### config.mk
export PLATFORM = sky130hd
export DESIGN_NAME = cir_core
export DESIGN_NICKNAME = d
export VERILOG_FILES = /design/src/hdl/cir_pkg.sv /design/src/hdl/cir_stack_if.sv /design/src/hdl/cir_stack.sv /design/src/hdl/cir_core.sv
export SDC_FILE = /design/constraint.sdc
export NUM_CORES = 1
export LEC_CHECK = 0
export CAP_MARGIN = 10
export CORE_ASPECT_RATIO = 1.25
export CORE_MARGIN = 4
export CORE_UTILIZATION = 55
export CTS_CLUSTER_SIZE = 28
export DETAILED_ROUTE_END_ITERATION = 12
export DONT_BUFFER_PORTS = 1
export GPL_TIMING_DRIVEN = 0
export PLACE_DENSITY_LB_ADDON = 0.2
export SLEW_MARGIN = 5
export SYNTH_ARGS = -nofsm -noshare
export SYNTH_HDL_FRONTEND = slang
export SYNTH_SLANG_ARGS = --single-unit
### constraint.sdc
create_clock -name ref_clk -period 12.15 [get_ports ref_clk]
set_input_delay 3.645 -clock ref_clk [delete_from_list [all_inputs] [get_ports ref_clk]]
set_output_delay 3.645 -clock ref_clk [all_outputs]
set_load 0.005 [all_outputs]
### src/hdl/cir_pkg.sv
package cir_pkg;
  // Operation selects presented by the fetch stage
  typedef enum logic [2:0] {
    CIR_OP_NOP,
    CIR_OP_STORE_IND,
    CIR_OP_STORE_REL,
    CIR_OP_OPTION,
    CIR_OP_RESET,
    CIR_OP_RET_IRQ,
    CIR_OP_RETURN,
    CIR_OP_RET_LIT
  } cir_op_t;

  localparam logic [1:0] MODE_PRE_INC = 2'h0;
  localparam logic [1:0] MODE_PRE_DEC = 2'h1;
  localparam logic [1:0] MODE_POST_INC = 2'h2;
  localparam logic [1:0] MODE_POST_DEC = 2'h3;

  localparam int PTR_W = 16;
  localparam int PC_W = 15;
  localparam int STACK_DEPTH = 16;
  localparam int SP_W = 4;

  localparam int GIE_BIT = 7;
  localparam logic [7:0] INTERRUPT_CONTROL_REGISTER_RESET = 8'h00;
  localparam logic [7:0] OPTION_RESET = 8'hFF;
  localparam logic [PTR_W-1:0] PTR_RESET = 16'h0000;
  localparam logic [PC_W-1:0] PC_RESET = 15'h0000;
  localparam logic [7:0] ACC_RESET = 8'h00;
  localparam logic [7:0] STATUS_RESET = 8'h00;
  localparam logic [7:0] WDATA_RESET = 8'h00;
  localparam logic SW_FLAG_RESET = 1'b1;
  localparam logic [SP_W-1:0] SP_RESET = 4'hF;
  localparam int RET_CYCLES = 2;
endpackage : cir_pkg

### src/hdl/cir_stack_if.sv
`timescale 1ns/10ps
interface cir_stack_if;
  logic push;
  logic pop;
  logic [cir_pkg::PC_W-1:0] push_data;
  logic [cir_pkg::PC_W-1:0] top;
  modport core (output push, output pop, output push_data, input top);
  modport mem (input push, input pop, input push_data, output top);
endinterface : cir_stack_if

### src/hdl/cir_stack.sv
`timescale 1ns/10ps
module cir_stack (
  // Clock and reset
  input wire logic ref_clk,
  input wire logic rst_b,
  // Core side
  cir_stack_if.mem stk
);
  logic [cir_pkg::PC_W-1:0] mem [cir_pkg::STACK_DEPTH];
  logic [cir_pkg::SP_W-1:0] sp;
  logic [cir_pkg::SP_W-1:0] next_sp;
  logic [cir_pkg::PC_W-1:0] top;
  logic [cir_pkg::PC_W-1:0] next_top;

  always_comb begin
    next_sp = sp;
    next_top = top;
    if (stk.push) begin
      next_sp = sp + 4'h1;
      next_top = stk.push_data;
    end else if (stk.pop) begin
      next_sp = sp - 4'h1;
      next_top = mem[sp - 4'h1];
    end
  end

  // Storage has no reset; the pointer and registered top do
  always_ff @(posedge ref_clk) begin
    if (stk.push) begin
      mem[sp + 4'h1] <= stk.push_data;
    end
  end

  always_ff @(posedge ref_clk) begin
    if (!rst_b) begin
      sp <= cir_pkg::SP_RESET;
      top <= cir_pkg::PC_RESET;
    end else begin
      sp <= next_sp;
      top <= next_top;
    end
  end

  assign stk.top = top;
endmodule : cir_stack

### src/hdl/cir_core.sv
`timescale 1ns/10ps
// Notes on behaviour
// - Store mode 00 pre-inc, 01 pre-dec, 10 post-inc, 11 post-dec.
// - The indirect window is not storage; writes go to pointer address.
// - Pointer is 16 bits and wraps at both ends.
// - Pointer adjustment changes no status flag.
// - Option load copies accumulator to option register in one cycle.
// - Software reset resets all but the stack and clears the software reset flag.
// - Return from irq pops stack to PC, sets enable bit 7, two cycles.
// - Subroutine return pops stack to PC in two cycles, no flags.
// - Literal return loads accumulator from literal and PC from stack, two cycles.
// - Relative form addresses pointer plus signed offset, pointer kept.
module cir_core (
  // Clock and reset
  input wire logic ref_clk,
  input wire logic rst_b,
  // Instruction issue
  input wire logic op_valid,
  input wire cir_pkg::cir_op_t op_code,
  input wire logic [1:0] pointer_mode_code,
  input wire logic ptr_sel,
  input wire logic [5:0] rel_offset,
  input wire logic [7:0] literal,
  // Loading from the rest of the core
  input wire logic call_push,
  input wire logic [cir_pkg::PC_W-1:0] call_target,
  input wire logic [7:0] acc_load,
  input wire logic acc_load_en,
  input wire logic ptr_load_en,
  input wire logic [cir_pkg::PTR_W-1:0] ptr_load,
  input wire logic [7:0] status_in,
  input wire logic status_load_en,
  // Instruction state
  output logic busy,
  output logic [cir_pkg::PC_W-1:0] prog_counter,
  output logic [7:0] acc,
  output logic [7:0] status_flags,
  output logic [7:0] option_reg,
  output logic [7:0] interrupt_control_register,
  output logic [cir_pkg::PTR_W-1:0] indirect_pointer0,
  output logic [cir_pkg::PTR_W-1:0] indirect_pointer1,
  // Data memory write through the indirect window
  output logic mem_we,
  output logic [cir_pkg::PTR_W-1:0] mem_addr,
  output logic [7:0] mem_wdata,
  // Reset control
  output logic soft_reset_req,
  output logic software_reset_flag_b
);
  cir_stack_if stk ();

  cir_stack u_stack (
    .ref_clk(ref_clk),
    .rst_b(rst_b),
    .stk(stk)
  );

  typedef enum logic [0:0] {CIR_EXEC, CIR_RET2} cir_state_t;

  cir_state_t state;
  cir_state_t next_state;
  logic [cir_pkg::PTR_W-1:0] ptr [2];
  logic [cir_pkg::PTR_W-1:0] next_ptr [2];
  logic [cir_pkg::PC_W-1:0] next_pc;
  logic [7:0] next_acc;
  logic [7:0] next_status;
  logic [7:0] next_option;
  logic [7:0] next_interrupt_control_register;
  logic next_we;
  logic [cir_pkg::PTR_W-1:0] next_addr;
  logic [7:0] next_wdata;
  logic next_rst_req;
  logic next_ri_b;
  logic next_busy;
  logic [cir_pkg::PTR_W-1:0] cur;

  function automatic logic [cir_pkg::PTR_W-1:0] step(
    input logic [cir_pkg::PTR_W-1:0] p, input logic dec);
    // Natural 16-bit overflow gives the wrap at both ends
    step = dec ? p - 16'h0001 : p + 16'h0001;
  endfunction : step

  always_comb begin
    // Every register but state, busy, mem_we and soft_reset_req holds unless acc_load_en, status_load_en or a branch below loads it
    next_state = CIR_EXEC;
    next_ptr[0] = ptr[0];
    next_ptr[1] = ptr[1];
    next_pc = prog_counter;
    next_acc = acc_load_en ? acc_load : acc;
    next_status = status_load_en ? status_in : status_flags;
    next_option = option_reg;
    next_interrupt_control_register = interrupt_control_register;
    next_we = 1'b0;
    next_addr = mem_addr;
    next_wdata = mem_wdata;
    next_rst_req = 1'b0;
    next_ri_b = software_reset_flag_b;
    next_busy = 1'b0;
    cur = ptr[ptr_sel];
    stk.push = 1'b0;
    stk.pop = 1'b0;
    stk.push_data = prog_counter + 15'h0001;
    if (ptr_load_en) begin
      next_ptr[ptr_sel] = ptr_load;
    end
    if (state == CIR_RET2) begin
      // Pop only now: the registered top still holds the return address,
      // whereas popping in the first cycle would expose the entry below
      stk.pop = 1'b1;
      next_pc = stk.top;
    end else if (call_push) begin
      stk.push = 1'b1;
      next_pc = call_target;
    end else if (op_valid) begin
      next_pc = prog_counter + 15'h0001;
      case (op_code)
        cir_pkg::CIR_OP_NOP: begin
          next_pc = prog_counter + 15'h0001;
        end
        cir_pkg::CIR_OP_STORE_IND: begin
          // Status flags untouched on any pointer step
          next_we = 1'b1;
          next_wdata = acc;
          case (pointer_mode_code)
            cir_pkg::MODE_PRE_INC: begin
              next_addr = step(cur, 1'b0);
              next_ptr[ptr_sel] = next_addr;
            end
            cir_pkg::MODE_PRE_DEC: begin
              next_addr = step(cur, 1'b1);
              next_ptr[ptr_sel] = next_addr;
            end
            cir_pkg::MODE_POST_INC: begin
              next_addr = cur;
              next_ptr[ptr_sel] = step(cur, 1'b0);
            end
            default: begin
              next_addr = cur;
              next_ptr[ptr_sel] = step(cur, 1'b1);
            end
          endcase
        end
        cir_pkg::CIR_OP_STORE_REL: begin
          next_we = 1'b1;
          next_wdata = acc;
          next_addr = cur + {{10{rel_offset[5]}}, rel_offset};
        end
        cir_pkg::CIR_OP_OPTION: begin
          next_option = acc;
        end
        cir_pkg::CIR_OP_RESET: begin
          next_rst_req = 1'b1;
          next_ri_b = 1'b0;
        end
        cir_pkg::CIR_OP_RET_IRQ: begin
          next_interrupt_control_register[cir_pkg::GIE_BIT] = 1'b1;
          next_state = CIR_RET2;
          next_busy = 1'b1;
        end
        cir_pkg::CIR_OP_RETURN: begin
          next_state = CIR_RET2;
          next_busy = 1'b1;
        end
        cir_pkg::CIR_OP_RET_LIT: begin
          next_acc = literal;
          next_state = CIR_RET2;
          next_busy = 1'b1;
        end
        default: begin
          next_pc = prog_counter;
        end
      endcase
    end
  end

  always_ff @(posedge ref_clk) begin
    if (!rst_b || soft_reset_req) begin
      // Software reset flag survives its own reset so it can be read
      // The stack keeps its contents and depth across a soft reset
      state <= CIR_EXEC;
      ptr[0] <= cir_pkg::PTR_RESET;
      ptr[1] <= cir_pkg::PTR_RESET;
      prog_counter <= cir_pkg::PC_RESET;
      acc <= cir_pkg::ACC_RESET;
      status_flags <= cir_pkg::STATUS_RESET;
      option_reg <= cir_pkg::OPTION_RESET;
      interrupt_control_register <= cir_pkg::INTERRUPT_CONTROL_REGISTER_RESET;
      mem_we <= 1'b0;
      mem_addr <= cir_pkg::PTR_RESET;
      mem_wdata <= cir_pkg::WDATA_RESET;
      busy <= 1'b0;
      soft_reset_req <= 1'b0;
    end else begin
      state <= next_state;
      ptr[0] <= next_ptr[0];
      ptr[1] <= next_ptr[1];
      prog_counter <= next_pc;
      acc <= next_acc;
      status_flags <= next_status;
      option_reg <= next_option;
      interrupt_control_register <= next_interrupt_control_register;
      mem_we <= next_we;
      mem_addr <= next_addr;
      mem_wdata <= next_wdata;
      busy <= next_busy;
      soft_reset_req <= next_rst_req;
    end
  end

  always_ff @(posedge ref_clk) begin
    if (!rst_b) begin
      software_reset_flag_b <= cir_pkg::SW_FLAG_RESET;
    end else begin
      software_reset_flag_b <= next_ri_b;
    end
  end

  assign indirect_pointer0 = ptr[0];
  assign indirect_pointer1 = ptr[1];
endmodule : cir_core

==> results.py <==
metrics = {
    "floorplanning": {
        "placementRows": 70,
        "start_util": 0.561,
        "dieArea_mm2": 0.0329,
        "io_pins": 181,
        "dieWidth_um": 163,
        "die_h_um": 202,
        "coreArea_mm2": 0.0294,
    },
    "routing": {
        "ant_nets": 0,
        "drt_iter0_markers": 1251,
        "drtPass1Iterations": 8,
        "wirelength_um": 48500,
        "drc": 0,
        "via_per_inst": 6.42,
        "via_count": 11546,
        "wl_per_cell_um": 27.0,
    },
    "synth": {
        "synth-seq-area-share": 0.581,
        "synth-main-ff-cell": "edfxtp_1",
        "syn_inst": 1307,
        "synth.distinct_cells": 76,
        "synth_edf_count": 240,
        "yosys.area.top_type": "edfxtp_1",
        "synthTopCellsByArea": "edfxtp_1, dfxtp_1, mux4_2, nor2_1, mux2i_1",
        "synth_async_sr_flop_share": 0,
        "synth_warnings": 0,
        "syn_area_mm2": 0.0165,
        "syn_avg_cell_area_um2": 12.6,
        "yosysTopAreaCellShare": 0.437,
        "synth_seq_cells": 359,
    },
    "global_routing": {
        "grt_overflow": 0,
        "grt_pass1_vias": 11378,
        "grt_max_degree": 19,
        "grt_pass1_wl_um": 71400,
        "grt_usage": 0.291,
        "antenna_found_initial": 3,
    },
    "final_layout": {
        "syn2layout_area_growth_pct": 13.4,
        "drive_gt1_frac": 0.154,
        "mostFrequentLayoutCell": "edfxtp_1",
        "top_regs": "u_stack.mem (240), ptr (32), mem_addr (16)",
        "top_register": "u_stack.mem",
        "fin_nets": 1472,
        "largest_register_ffs": 240,
        "layout_common_cells": "edfxtp_1, nor2_1, dfxtp_1, nand2_1, mux4_2",
        "stdcell_count": 1798,
    },
    "critical_path": {
        "crit_path_end_kind": "flop",
        "worstPathMaxFanout": 10,
        "cp_common_cell": "buf_2",
        "crit_family": "compound AO/OA/AOI/OAI gates",
        "critPathRequiredTime_ns": 12.57,
        "setup.worst_path.class": "input port to flop",
        "startpoint_type": "input port",
        "critPathSlowestCell": "a31oi_1",
        "path_cells": "clkbuf_8 > buf_6 > buf_2 > buf_2 > mux2i_1 > inv_1 > ha_1 > a2111oi_0 > o21ai_0 > a31oi_1 > a2bb2oi_1 > xnor2_1 > nor2_1 > o221a_1",
        "cp.arrival_ns": 7.01,
        "cp_num_buf_inv": 5,
        "slowest_delay_ns": 0.42,
    },
    "timing": {
        "fin_crit_sh": 0.542,
        "period_needed_ns": 6.59,
        "tns_ns": 0,
        "fin_worst_skew_ns": 0.0231,
        "finalHoldViolations": 0,
        "worstMarginPinSlew_ns": 1.16,
        "setup_viol": 0,
        "rsz0062_at_grt": "false",
        "maxSlewViolCount": 0,
        "max_slew_margin": 0.225,
        "fmax_mhz": 152,
    },
    "clock_tree": {
        "cts-root-buf": "clkbuf_16",
        "cts.path.max_buffers": 3,
        "cts_buffers": 37,
        "cts.clk_slew.worst_paths_ns": 0.06,
        "htreeDepth": 2,
        "cts_resized": 0,
        "cts_num_sinks": 359,
        "cts_hold_buf": 0,
        "cts_tree": "yes",
        "clkLatencyLatePin_ns": 0.54,
        "cts_setup_buffers": 0,
    },
    "power_and_ir_drop": {
        "netSwitchingFraction": 0.256,
        "leakage_uw": 0.00662,
        "vdd_ir_drop_max_mv": 0.178,
        "p_switching_uw": 780,
        "intPower_uw": 2270,
        "seqPwrFrac": 0.461,
        "powerDensity_mw_per_mm2": 163,
        "p_comb_frac": 0.146,
        "pwr-share-clk": 0.393,
    },
    "placed_design": {
        "hpwlAfterDp_um": 34500,
        "placed_cells": 1726,
        "io_buffers": 0,
        "globalplace.congestion": 0.992,
    },
    "flow_run": {
        "max_cap_viol_count": 0,
    },
    "status": {
        "status": "completed",
    },
    "hold_path": {
        "hold_class": "flop to flop",
    },
}
## synth_stat cells, drive strengths merged, types with 3 or more instances
cell and number:
a211oi 34, a21o 5, a21oi 69, a221o 3
a221oi 4, a22oi 7, a311oi 9, a31oi 6
a32oi 4, and2 4, and3 7, buf 26
clkbuf 53, dfxtp 119, edfxtp 240, ha 24
inv 38, mux2 8, mux2i 53, mux4 75
nand2 98, nand2b 3, nand3 38, nand3b 3
nand4 8, nand4b 3, nor2 145, nor2b 14
nor3 32, nor3b 4, nor4 6, o211ai 13
o21ai 53, o221a 3, o221ai 4, or3 7
xnor2 32, xor2 21
## final timing paths
check,slack [ns],cells past startpoint,end,startpoint
setup reg to reg,7.73,10,u_stack.stk.top[10]$_SDFFE_PN0P_,u_stack.sp[0]$_SDFFE_PN1P_
hold reg to reg,0.49,2,mem_addr[0]$_SDFFE_PP0P_,mem_addr[0]$_SDFFE_PP0P_
setup / recovery,5.56,14,mem_addr[15]$_SDFFE_PP0P_,ptr_sel
hold / removal,0.49,2,mem_addr[0]$_SDFFE_PP0P_,mem_addr[0]$_SDFFE_PP0P_
## final cells by class
class                      count  area, um2
clock inverter                23        307
clock buffer                  43        970
antenna                        2       5.00
fill                        2298      10700
sequential                   359       9590
timing repair buffer          21        343
tap                          396        495
buffer                        80        408
inverter                      39        146
multi-input combinational    835       6450
## per-layer routing
metal | up-vias | global-route usage | part of all wire
met5 | - | 0 | 0.00014
met4 | 2 | 0.151 | 0.057
met3 | 148 | 0.0686 | 0.093
met2 | 626 | 0.482 | 0.49
met1 | 5700 | 0.355 | 0.36
li1 | 5070 | - | -
## power by group through the flow
| stage | sequential [uW] | clock [uW] | combinational, uW |
|---|---|---|---|
| after floorplan | 1420 | 0 | 304 |
| after global placement | 1430 | 0 | 413 |
| after detailed placement | 1430 | 0 | 435 |
| after CTS | 1410 | 1220 | 439 |
| after global routing | 1410 | 1270 | 475 |
| final | 1410 | 1200 | 445 |
## tightest hold or removal path, stage by stage, from the launching register on
cell and delay, ns:
dfxtp_1 0.33, nand2_1 0.06, a21oi_1 0.05
## cells by family (layout without fill, tap and decap cells)
family,Yosys count,after routing,synth area share
other,1,9,0.000227
xor gates and xnor gates,53,53,0.0281
and+or+nand+nor,379,379,0.104
AOI/OAI and AO/OA,235,235,0.0941
adders and majority gates,25,25,0.0194
buffers and inverters,119,206,0.0336
muxes,136,136,0.140
DFF,359,359,0.581
## stage by stage
step | total power [uW] | setup slack, ns | instance area, um2 | hold slack [ns] | utilization
after detailed placement | 1870 | 5.09 | 17400 | 0.486 | 0.590
final | 3050 | 5.56 | 18700 | 0.489 | 0.636
after floorplan | 1720 | 5.76 | 16500 | 0.448 | -
after global routing | 3160 | 5.32 | 18700 | 0.509 | 0.636
after CTS | 3060 | 5.65 | 18600 | 0.493 | 0.633
after global placement | 1850 | 5.09 | 17000 | 0.478 | 0.579
Note: power is estimated with default switching activity, not from simulation.
